$ cat src/shared/keypad_wake_pkg.sv
// constants for the keypad wake module: register map, field positions, resets
// assumes a 32-bit axi4-lite register bus with word-aligned registers
package keypad_wake_pkg;
	localparam int ADDR_W = 4;
	localparam int NUM_PINS = 6;
	localparam logic [ADDR_W-1:0] OFF_STATUS_CONTROL = 4'h0;
	localparam logic [ADDR_W-1:0] OFF_INPUT_ENABLE = 4'h4;
	localparam logic [ADDR_W-1:0] OFF_POLARITY_SELECT = 4'h8;
	localparam int BIT_LEVEL_MODE = 0;
	localparam int BIT_IRQ_EN = 1;
	localparam int BIT_FLAG_ACK = 2;
	localparam int BIT_EVENT_FLAG = 3;
	localparam logic [7:0] PIN_MASK = 8'h37;
	localparam logic [7:0] RESET_STATUS_CONTROL = 8'h00;
	localparam logic [7:0] RESET_INPUT_ENABLE = 8'h00;
	localparam logic [7:0] RESET_POLARITY_SELECT = 8'h00;
	localparam logic [1:0] RESP_OKAY = 2'h0;
	localparam logic [1:0] RESP_SLVERR = 2'h2;
endpackage

$ cat src/core/keypad_wake_module.sv
// keypad wake module: pin event detection, sticky flag, request and wake outputs
// assumes key_input_pin synchronous to aclk and aclk kept running in wait/stop
//
// Notes on behaviour
// enable bits 5,4,2:0 gate detection
// polarity bit: 0 falling/low, 1 rising/high
// control bit 0 selects edge or edge+level
// control bit 1 gates the interrupt request
// bit 3 read-only event flag
// bit 2 write-one acknowledge, reads zero
// falling edge: 1 then 0 on cycles
// rising edge: 0 then 1 on cycles
// deasserted sample needed before an edge
// valid edge sets flag, request if enabled
// level mode: edge or level sets flag
// level mode ack clears only when all deasserted
// keeps working in wait, wakes device
// detects in stop, wakes device
// debug mode behaves as normal run
// enabling pins turns on no pulls
// software init order avoids false interrupt
// three 8-bit registers
// request equals flag and irq enable
// unimplemented bits read zero, ignore writes
//
// Local design decisions: the placing of the registers and the AXI4-Lite interface to the registers.
`timescale 1ns/1ns
`default_nettype none
module keypad_wake_module (
	input  wire logic                          aclk,
	input  wire logic                          aresetn,
	input  wire logic [keypad_wake_pkg::ADDR_W-1:0] s_axi_awaddr,
	input  wire logic                          s_axi_awvalid,
	output logic                               s_axi_awready,
	input  wire logic [31:0]                   s_axi_wdata,
	input  wire logic [3:0]                    s_axi_wstrb,
	input  wire logic                          s_axi_wvalid,
	output logic                               s_axi_wready,
	output logic [1:0]                         s_axi_bresp,
	output logic                               s_axi_bvalid,
	input  wire logic                          s_axi_bready,
	input  wire logic [keypad_wake_pkg::ADDR_W-1:0] s_axi_araddr,
	input  wire logic                          s_axi_arvalid,
	output logic                               s_axi_arready,
	output logic [31:0]                        s_axi_rdata,
	output logic [1:0]                         s_axi_rresp,
	output logic                               s_axi_rvalid,
	input  wire logic                          s_axi_rready,
	input  wire logic [keypad_wake_pkg::NUM_PINS-1:0] key_input_pin,
	output logic                               key_irq_req,
	output logic                               wake_req
);
	import keypad_wake_pkg::*;

	logic [ADDR_W-1:0] wr_addr;
	logic [ADDR_W-1:0] rd_addr;
	logic              wr_en;
	logic              rd_en;
	logic [7:0]        wr_data;
	logic [7:0]        rd_data;
	logic              wr_ok;
	logic              rd_ok;
	logic              level_detect_mode_r;
	logic              key_irq_en_r;
	logic              key_event_flag_r;
	logic [7:0]        key_input_enable_r;
	logic [7:0]        key_polarity_select_r;
	logic [NUM_PINS-1:0] edge_hit;
	logic [NUM_PINS-1:0] level_hit;
	logic              set_flag;
	logic              ack_wr;
	logic              clear_ok;
	logic [7:0]        status_control_rd;

	key_axi_slave #(
		.AW(ADDR_W)
	) u_bus (
		.aclk         (aclk),
		.aresetn      (aresetn),
		.s_axi_awaddr (s_axi_awaddr),
		.s_axi_awvalid(s_axi_awvalid),
		.s_axi_awready(s_axi_awready),
		.s_axi_wdata  (s_axi_wdata),
		.s_axi_wstrb  (s_axi_wstrb),
		.s_axi_wvalid (s_axi_wvalid),
		.s_axi_wready (s_axi_wready),
		.s_axi_bresp  (s_axi_bresp),
		.s_axi_bvalid (s_axi_bvalid),
		.s_axi_bready (s_axi_bready),
		.s_axi_araddr (s_axi_araddr),
		.s_axi_arvalid(s_axi_arvalid),
		.s_axi_arready(s_axi_arready),
		.s_axi_rdata  (s_axi_rdata),
		.s_axi_rresp  (s_axi_rresp),
		.s_axi_rvalid (s_axi_rvalid),
		.s_axi_rready (s_axi_rready),
		.wr_en        (wr_en),
		.wr_addr      (wr_addr),
		.wr_data      (wr_data),
		.wr_ok        (wr_ok),
		.rd_en        (rd_en),
		.rd_addr      (rd_addr),
		.rd_data      (rd_data),
		.rd_ok        (rd_ok)
	);

	// detection runs regardless of run, wait, stop or debug state; see
	key_pin_detect #(
		.N(NUM_PINS)
	) u_detect (
		.aclk     (aclk),
		.aresetn  (aresetn),
		.pins     (key_input_pin),
		.enable   (key_input_enable_r[NUM_PINS-1:0]),
		.polarity (key_polarity_select_r[NUM_PINS-1:0]),
		.edge_hit (edge_hit),
		.level_hit(level_hit)
	);

	assign wr_ok = (wr_addr == OFF_STATUS_CONTROL) || (wr_addr == OFF_INPUT_ENABLE)
		|| (wr_addr == OFF_POLARITY_SELECT);
	assign rd_ok = (rd_addr == OFF_STATUS_CONTROL) || (rd_addr == OFF_INPUT_ENABLE)
		|| (rd_addr == OFF_POLARITY_SELECT);

	// edge always counts, level only in level mode; see
	assign set_flag = (|edge_hit) || (level_detect_mode_r && (|level_hit));
	assign ack_wr = wr_en && (wr_addr == OFF_STATUS_CONTROL) && wr_data[BIT_FLAG_ACK];
	// in level mode an asserted enabled pin blocks the clear; see
	assign clear_ok = !level_detect_mode_r || !(|level_hit);

	// control bits of the status/control register; see
	always_ff @(posedge aclk) begin
		if (!aresetn) begin
			level_detect_mode_r <= RESET_STATUS_CONTROL[BIT_LEVEL_MODE];
			key_irq_en_r <= RESET_STATUS_CONTROL[BIT_IRQ_EN];
		end else if (wr_en && wr_addr == OFF_STATUS_CONTROL) begin
			level_detect_mode_r <= wr_data[BIT_LEVEL_MODE];
			key_irq_en_r <= wr_data[BIT_IRQ_EN];
		end
	end

	// only the pin bits are stored, others stay zero; see
	always_ff @(posedge aclk) begin
		if (!aresetn) begin
			key_input_enable_r <= RESET_INPUT_ENABLE;
		end else if (wr_en && wr_addr == OFF_INPUT_ENABLE) begin
			key_input_enable_r <= wr_data & PIN_MASK;
		end
	end

	always_ff @(posedge aclk) begin
		if (!aresetn) begin
			key_polarity_select_r <= RESET_POLARITY_SELECT;
		end else if (wr_en && wr_addr == OFF_POLARITY_SELECT) begin
			key_polarity_select_r <= wr_data & PIN_MASK;
		end
	end

	// flag is only written by hardware; set wins over a same-cycle ack; see
	always_ff @(posedge aclk) begin
		if (!aresetn) begin
			key_event_flag_r <= RESET_STATUS_CONTROL[BIT_EVENT_FLAG];
		end else if (set_flag) begin
			key_event_flag_r <= 1'b1;
		end else if (ack_wr && clear_ok) begin
			key_event_flag_r <= 1'b0;
		end
	end

	// request and wake follow the flag gated by irq enable; see
	assign key_irq_req = key_event_flag_r && key_irq_en_r;
	// no pull controls exist here; pulls belong to the port block; see
	assign wake_req = key_irq_req;

	// ack bit and unused bits read zero; see
	always_comb begin
		status_control_rd = 8'h00;
		status_control_rd[BIT_LEVEL_MODE] = level_detect_mode_r;
		status_control_rd[BIT_IRQ_EN] = key_irq_en_r;
		status_control_rd[BIT_EVENT_FLAG] = key_event_flag_r;
	end

	always_comb begin
		unique case (rd_addr)
			OFF_STATUS_CONTROL: rd_data = status_control_rd;
			OFF_INPUT_ENABLE: rd_data = key_input_enable_r;
			OFF_POLARITY_SELECT: rd_data = key_polarity_select_r;
			default: rd_data = 8'h00;
		endcase
	end
endmodule
`default_nettype wire

$ cat src/core/key_pin_detect.sv
// per-pin edge and level detector for the keypad wake module
// assumes pins already synchronous to aclk
`timescale 1ns/1ns
`default_nettype none
module key_pin_detect #(
	parameter int N = keypad_wake_pkg::NUM_PINS
) (
	input  wire logic         aclk,
	input  wire logic         aresetn,
	input  wire logic [N-1:0] pins,
	input  wire logic [N-1:0] enable,
	input  wire logic [N-1:0] polarity,
	output logic      [N-1:0] edge_hit,
	output logic      [N-1:0] level_hit
);
	import keypad_wake_pkg::*;
	logic [N-1:0] prev_r;
	always_ff @(posedge aclk) begin
		if (!aresetn) begin
			prev_r <= '0;
		end else begin
			prev_r <= pins;
		end
	end
	genvar i;
	generate
		for (i = 0; i < N; i++) begin : g_pin
			logic asserted;
			logic was_deasserted;
			assign asserted = pins[i] ~^ polarity[i];
			assign was_deasserted = prev_r[i] ^ polarity[i];
			assign level_hit[i] = enable[i] & asserted;
			// deasserted then asserted on next bus cycle; see
			assign edge_hit[i] = enable[i] & asserted & was_deasserted;
		end
	endgenerate
endmodule
`default_nettype wire

$ cat src/core/key_axi_slave.sv
// small axi4-lite slave front end: gives one-cycle write and read strobes
// assumes a single master, one write and one read at a time
`timescale 1ns/1ns
`default_nettype none
module key_axi_slave #(
	parameter int AW = keypad_wake_pkg::ADDR_W
) (
	input  wire logic          aclk,
	input  wire logic          aresetn,
	input  wire logic [AW-1:0] s_axi_awaddr,
	input  wire logic          s_axi_awvalid,
	output logic               s_axi_awready,
	input  wire logic [31:0]   s_axi_wdata,
	input  wire logic [3:0]    s_axi_wstrb,
	input  wire logic          s_axi_wvalid,
	output logic               s_axi_wready,
	output logic [1:0]         s_axi_bresp,
	output logic               s_axi_bvalid,
	input  wire logic          s_axi_bready,
	input  wire logic [AW-1:0] s_axi_araddr,
	input  wire logic          s_axi_arvalid,
	output logic               s_axi_arready,
	output logic [31:0]        s_axi_rdata,
	output logic [1:0]         s_axi_rresp,
	output logic               s_axi_rvalid,
	input  wire logic          s_axi_rready,
	output logic               wr_en,
	output logic [AW-1:0]      wr_addr,
	output logic [7:0]         wr_data,
	input  wire logic          wr_ok,
	output logic               rd_en,
	output logic [AW-1:0]      rd_addr,
	input  wire logic [7:0]    rd_data,
	input  wire logic          rd_ok
);
	import keypad_wake_pkg::*;
	logic          aw_held_r;
	logic          w_held_r;
	logic [AW-1:0] awaddr_r;
	logic [7:0]    wdata_r;
	logic          wlane_r;
	assign s_axi_awready = !aw_held_r && !s_axi_bvalid;
	assign s_axi_wready = !w_held_r && !s_axi_bvalid;
	assign s_axi_arready = !s_axi_rvalid;
	assign wr_en = aw_held_r && w_held_r;
	assign wr_addr = awaddr_r;
	assign wr_data = wlane_r ? wdata_r : 8'h00;
	assign rd_en = s_axi_arvalid && s_axi_arready;
	assign rd_addr = s_axi_araddr;
	always_ff @(posedge aclk) begin
		if (!aresetn) begin
			aw_held_r <= 1'b0;
			w_held_r <= 1'b0;
			awaddr_r <= '0;
			wdata_r <= 8'h00;
			wlane_r <= 1'b0;
		end else if (wr_en) begin
			aw_held_r <= 1'b0;
			w_held_r <= 1'b0;
		end else begin
			if (s_axi_awvalid && s_axi_awready) begin
				aw_held_r <= 1'b1;
				awaddr_r <= s_axi_awaddr;
			end
			if (s_axi_wvalid && s_axi_wready) begin
				w_held_r <= 1'b1;
				wdata_r <= s_axi_wdata[7:0];
				wlane_r <= s_axi_wstrb[0];
			end
		end
	end
	always_ff @(posedge aclk) begin
		if (!aresetn) begin
			s_axi_bvalid <= 1'b0;
			s_axi_bresp <= RESP_OKAY;
		end else if (wr_en) begin
			s_axi_bvalid <= 1'b1;
			s_axi_bresp <= wr_ok ? RESP_OKAY : RESP_SLVERR;
		end else if (s_axi_bready) begin
			s_axi_bvalid <= 1'b0;
		end
	end
	always_ff @(posedge aclk) begin
		if (!aresetn) begin
			s_axi_rvalid <= 1'b0;
			s_axi_rdata <= 32'h0000_0000;
			s_axi_rresp <= RESP_OKAY;
		end else if (rd_en) begin
			s_axi_rvalid <= 1'b1;
			s_axi_rdata <= {24'h00_0000, rd_data};
			s_axi_rresp <= rd_ok ? RESP_OKAY : RESP_SLVERR;
		end else if (s_axi_rready) begin
			s_axi_rvalid <= 1'b0;
		end
	end
endmodule
`default_nettype wire

$ cat config.mk
export PLATFORM = sky130hd
export DESIGN_NAME = keypad_wake_module
export DESIGN_NICKNAME = d
export VERILOG_FILES = /design/src/shared/keypad_wake_pkg.sv /design/src/core/keypad_wake_module.sv /design/src/core/key_pin_detect.sv /design/src/core/key_axi_slave.sv
export SDC_FILE = /design/constraint.sdc
export NUM_CORES = 1
export LEC_CHECK = 0
export BUFFER_PORTS_ARGS = -buffer_cell sky130_fd_sc_hd__buf_4
export CORE_MARGIN = 2
export CORE_UTILIZATION = 41
export DETAILED_ROUTE_END_ITERATION = 6
export GPL_ROUTABILITY_DRIVEN = 0
export GPL_TIMING_DRIVEN = 0
export PLACE_DENSITY_LB_ADDON = 0.05
export SYNTH_ARGS = -nofsm -noshare
export SYNTH_HDL_FRONTEND = slang
export SYNTH_SLANG_ARGS = --single-unit
$ cat constraint.sdc
create_clock -name aclk -period 1.2 [get_ports aclk]
set_input_delay 0.06 -clock aclk [delete_from_list [all_inputs] [get_ports aclk]]
set_output_delay 0.06 -clock aclk [all_outputs]
set_load 0.1 [all_outputs]
Word level (Yosys, flattened, before mapping) --
Cells that the tools add are included.
Cells by class: add/subtract/negate cells 0, multipliers 0, div/mod/pow operators 0, magnitude comparators 0, equality and inequality tests 4, shift operators 0, muxes and demuxes 10, bitwise logic cells 22, reductions and logical operators 35
Operators with widths (number):
- 6-bit case mux with 3 select lines | 1
- 1-bit logical AND | 13
- 1-bit bitwise AND | 10
- 5-bit OR reduction | 2
- 4-bit by 3-bit == test with 1-bit output, second input constant | 2
- 4-bit == test, second input constant | 2
- 4-bit logical NOT | 2
- 1-bit logical NOT | 6
- 1-bit logical OR | 6
- 1-bit 2-to-1 mux | 6
- 6-bit 2-to-1 mux | 1
- 2-bit nonzero test | 3
- 1-bit XNOR | 5
- 1-bit XOR | 5
- 2-bit 2-to-1 mux | 2
- 2-bit AND reduction | 2
- 1-bit inverter | 2
- 2-bit OR reduction | 1
Storage, ports and cells: register bits after elaboration 46, bits in latches 0, RAM bits 0, memory bits (read-only) 0, input bits 57, output and inout port bits 43, word-level logic and storage cells 87, memories kept 0

Logic depth before layout (Yosys ltp) --
depth after elaboration 8, gate-level depth with buffers 5, mapped depth without buffers 4

By module --
From an unflattened synthesis, not the netlist that was laid out.
Unflattened totals: cell total of the unflattened synthesis 293, area total of the unflattened synthesis 2377.3 um^2
By module, submodules not included:
- key_axi_slave | instances 1, cells each 160, area an instance 1285.0 um^2, sequential area each 540.5 um^2
- keypad_wake_module | instances 1, cells each 91, area an instance 723.2 um^2, sequential area each 260.2 um^2
- key_pin_detect | instances 1, cells each 42, area an instance 369.1 um^2, sequential area each 120.1 um^2

Worst setup path after synthesis --
No wires, ideal clock.
path kind register -> register, from reg u_bus.s_axi_bvalid, to reg u_bus.wdata_r[0], library setup time 0.128 ns, arrival 2.771 ns, data required time 1.072 ns, setup slack -1.698 ns, stages on the path, launching flop included 6, period minus slack after synthesis 2.898 ns, cells stage by stage dfxtp_1 nor2_1 and2_1 buf_2 mux2i_1 nor2_1
On the way: cells in the longest elaborated chain, start to end 4
Ends and longest elaborated chain:
- start: declaration | RTL line key_axi_slave.sv:18 | output logic s_axi_bvalid,
- start signal: assignment | RTL line key_axi_slave.sv:74 | s_axi_bvalid <= 1'b0;
- start signal: assignment | RTL line key_axi_slave.sv:77 | s_axi_bvalid <= 1'b1;
- start signal: assignment | RTL line key_axi_slave.sv:80 | s_axi_bvalid <= 1'b0;
- 1-bit logical NOT | RTL line key_axi_slave.sv:43 | assign s_axi_wready = !w_held_r && !s_axi_bvalid;
- 1-bit logical AND | RTL line key_axi_slave.sv:43
- named net s_axi_wready | RTL line keypad_wake_module.sv:38 | output logic s_axi_wready,
- 1-bit logical AND | RTL line key_axi_slave.sv:65 | if (s_axi_wvalid && s_axi_wready) begin
- 2-bit AND reduction (no line)
- end signal: assignment | RTL line key_axi_slave.sv:67 | wdata_r <= s_axi_wdata[7:0];
- end: declaration | RTL line key_axi_slave.sv:40 | logic [7:0] wdata_r;
The timed path passes the listed nets, and every way through them passes these cells. A chain may end at the register's enable or synchronous reset.

Worst setup path in the final report --
from reg u_bus.awaddr_r[1], in the netlist u_bus.wr_addr[1], to reg key_event_flag_r
On the way: cells in the longest elaborated chain, start to end 5
Ends and longest elaborated chain:
- start: declaration | RTL line key_axi_slave.sv:39 | logic [AW-1:0] awaddr_r;
- start signal: assignment | RTL line key_axi_slave.sv:63 | awaddr_r <= s_axi_awaddr;
- 4-bit logical NOT | RTL line keypad_wake_module.sv:127 | assign ack_wr = wr_en && (wr_addr == OFF_STATUS_CONTROL) && wr_data[BIT_FLAG_ACK];
- 1-bit logical AND (2 in series) | RTL line keypad_wake_module.sv:127
- 1-bit logical AND | RTL line keypad_wake_module.sv:165 | end else if (ack_wr && clear_ok) begin
- 2-bit nonzero test (no line)
- end signal: assignment | RTL line keypad_wake_module.sv:162 | key_event_flag_r <= RESET_STATUS_CONTROL[BIT_EVENT_FLAG];
- end: declaration | RTL line keypad_wake_module.sv:65 | logic key_event_flag_r;
No other way between the ends.

==> impl_metrics.json <==
{
  "run_status": "finished with violations",
  "violations": "setup timing",
  "fin_hold_ws_ps": 8.37,
  "die_area_sq_um": 5380,
  "ios": 100,
  "fillers": 435,
  "internal_power_w": 0.00211,
  "crit_buf_inv": 0,
  "drc": 0,
  "fp.dieH_um": 73.4,
  "fin_crit_ps": 1280,
  "cts_tree": "yes",
  "firstDrtPassIters": 4,
  "synth-xor-area-share_pct": 2.22,
  "grt_pass1_wl_mm": 6.84,
  "path_clk_slew_ps": 70,
  "p_leak_nw": 1.35,
  "crit_family": "simple AND/OR/NAND/NOR gates",
  "r2r_cells": 4,
  "grt_max_degree": 12,
  "syn_to_final_growth_pct": 39.3,
  "htreeDepth": 2,
  "min_from": "key_input_pin[0]",
  "synth_area_sq_um": 1970,
  "startpoint_type": "register",
  "seqPwrFrac_pct": 43.3,
  "io_buffer_count": 40,
  "dp_slack_ps": -244,
  "cp.required_ps": 1360,
  "drt-total-wl_mm": 4.18,
  "hold_viol": 0,
  "p_sw_w": 0.00116,
  "dpl.hpwl_mm": 3.01,
  "antennaDiodeCount": 0,
  "crit_slowest_cell": "and4bb_4",
  "endpoint_kind": "register",
  "swShare_pct": 35.5,
  "yosys.area_share.simple_pct": 20.2,
  "worstPathCellList": "and4bb_4 > nand3_2 > a221oi_2 > a31oi_1",
  "crit_type": "register to register",
  "synth_edf_count": 0,
  "min_delay_path_depth": 2,
  "min_to": "u_detect.prev_r[0]",
  "ir_drop_uv": 757,
  "layout_common_cells": "buf_4, nor2_1, dfxtp_1",
  "crit_fanout": 5,
  "post_drt_wl_per_cell_um": 11.8,
  "final_max_slew_viol_count": 0,
  "synth-compound-area-share_pct": 11.2,
  "mostFrequentLayoutCell": "buf_4",
  "async_flop_share_pct": 0,
  "ys_types": 36,
  "syn_inst": 211,
  "skew_ps": 3.94,
  "relSlewSlack_pct": 66.4,
  "yosys.area_share.adder_pct": 0,
  "cts_buffers": 5,
  "grt_overflow": 0,
  "syn_area_per_cell_sq_um": 9.35,
  "synth_ff_type": "dfxtp_1",
  "clock_path_buffers": 2,
  "drt_iter0_markers": 56,
  "yosysWarnings": 0,
  "hold_path.class": "input pin to register",
  "track_usage_pct": 16.7,
  "root_buffer": "clkbuf_8",
  "coreArea_sq_um": 4690,
  "period_share_pct": 106,
  "worst_pin_slew_ps": 504,
  "setup_viol": 8,
  "grt_pass1_vias": 1449,
  "ant_nets": 0,
  "drive_gt1_share_pct": 34.4,
  "seq_area_frac_synth_pct": 40.6,
  "arrival_ps": 1440,
  "p_clk_share_pct": 28.0,
  "r2r_slack_ps": -80,
  "power-per-cell-area_nw_per_um2": 1190,
  "drv_cap": 0,
  "start_util_pct": 42.1,
  "synth_mux_area_share_pct": 12.2,
  "clock_sinks": 40,
  "route.vias.total": 1614,
  "crit_path_max_incr_delay_ps": 390,
  "rows": 25,
  "die_x_um": 73.4,
  "via_per_inst": 4.57,
  "antenna_found_initial": 0,
  "r2r-end": "key_event_flag_r",
  "reg2reg_from": "u_bus.wr_addr[1]",
  "setup_slack_ps": -75.7,
  "max_freq_ghz": 0.784,
  "combPwrFrac_pct": 28.8,
  "rsz0062_at_grt": "true",
  "final_nets": 355,
  "clock_latency_ps": 290,
  "synth_top_family_by_area": "simple AND/OR/NAND/NOR gates",
  "synth-seq-cells": 40
}
## kinds of logic after synthesis
logic type,Yosys count
flip-flops,40
XOR/XNOR,5
AND/OR/NAND/NOR,74
other,1
buffers and inverters,39
multiplexers,24
AO/OA/AOI/OAI,28
## worst max path at each step
stage,cells after the start,start,slack (ps),endpoint
after floorplan,5,u_bus.s_axi_bvalid,-460,u_bus.wdata_r[0]
after global placement,4,u_bus.w_held_r,-240,key_event_flag_r
after detailed placement,4,u_bus.aw_held_r,-240,key_event_flag_r
after CTS,4,u_bus.wr_addr[1],-80,key_event_flag_r
after global routing,4,u_bus.wr_addr[1],-170,key_event_flag_r
final,4,u_bus.wr_addr[1],-80,key_event_flag_r
## metrics by stage
| step | setup TNS (ps) | cell area [sq um] | std cells | power [W] | utilization (%) |
|---|---|---|---|---|---|
| after global routing | -1050 | 2750 | 353 | 0.00342 | 58.6 |
| after global placement | -2200 | 2480 | 332 | 0.00234 | 52.9 |
| final | -198 | 2750 | 353 | 0.00327 | 58.6 |
| after floorplan | -6030 | 2120 | 238 | 0.00220 | - |
| after CTS | -241 | 2750 | 354 | 0.00332 | 58.7 |
| after detailed placement | -2340 | 2480 | 332 | 0.00235 | 52.9 |
## cell usage after synthesis, types with 2 or more instances
cell | number | share of area, %
a21oi_1 | 6 | 1.5
a221oi_1 | 2 | 0.89
a22o_1 | 3 | 1.3
a22oi_1 | 6 | 2.3
and2_1 | 13 | 4.1
buf_2 | 2 | 0.51
buf_4 | 29 | 11
clkbuf_1 | 3 | 0.57
dfxtp_1 | 40 | 41
inv_1 | 3 | 0.57
mux2i_1 | 24 | 12
nand2_1 | 9 | 1.7
nand2b_1 | 4 | 1.3
nand3_1 | 2 | 0.51
nand3b_2 | 2 | 1.1
nand4b_1 | 2 | 0.89
nand4bb_1 | 2 | 1.1
nor2_1 | 33 | 6.3
nor2b_1 | 2 | 0.63
o22ai_1 | 3 | 0.95
o2bb2ai_1 | 2 | 0.89
xnor2_1 | 5 | 2.2
## registers in the layout, summed over array words and instances (netlist names)
signal,cells
key_event_flag_r,1
key_irq_en_r,1
key_input_enable_r,5
u_bus.s_axi_bresp,1
u_bus.wdata_r,5
key_polarity_select_r,5
u_bus.s_axi_rvalid,1
u_bus.aw_held_r,1
u_bus.s_axi_rdata,6
u_detect.prev_r,5
u_bus.wr_addr,4
u_bus.wlane_r,1
u_bus.w_held_r,1
level_detect_mode_r,1
u_bus.s_axi_rresp,1
u_bus.s_axi_bvalid,1
## repair_timing
| item | in CTS | in global routing |
|---|---|---|
| pin swaps | 4 | 1 |
| resized for setup | 13 | 3 |
| endpoints found under the setup margin | 20 | 21 |
| hold endpoints to repair | 11 | 0 |
| hold buffers | 11 | 0 |
| setup buffers | 4 | 0 |
## layout make-up
| cell class | count | area, sq um | area share [%] |
|---|---|---|---|
| repair buffers | 55 | 452 | 16.4 |
| flip-flops and latches | 40 | 823 | 29.9 |
| multi-input cells | 159 | 1060 | 38.6 |
| inverters | 4 | 15.0 | 0.546 |
| well taps | 54 | 67.6 | 2.46 |
| plain buffers | 33 | 240 | 8.74 |
| clock buffers | 8 | 90.1 | 3.28 |
## metal layers
metal / global-route usage, % / vias to the layer above / wire length [um]
met5: 0 / - / 0
li1: - / 840 / -
met4: 6.87 / 0 / 64
met1: 21.7 / 719 / 1900
met2: 26.1 / 49 / 1950
met3: 4.66 / 6 / 252
## worst register-to-register path, stage by stage, from the launching register on
cell	delay, ps
dfxtp_2	320
and4bb_4	390
nand3_2	100
a221oi_2	240
a31oi_1	100
## power by group through the flow
stage          logic [W]  registers, W  clock network, W
2_1_floorplan   0.000702       0.00150                 0
3_3_place_gp    0.000900       0.00144                 0
3_5_place_dp    0.000903       0.00144                 0
4_1_cts         0.000944       0.00141          0.000963
5_1_grt         0.000987       0.00142           0.00101
6_report        0.000942       0.00142          0.000916
Power figures use the tool's default switching activity.
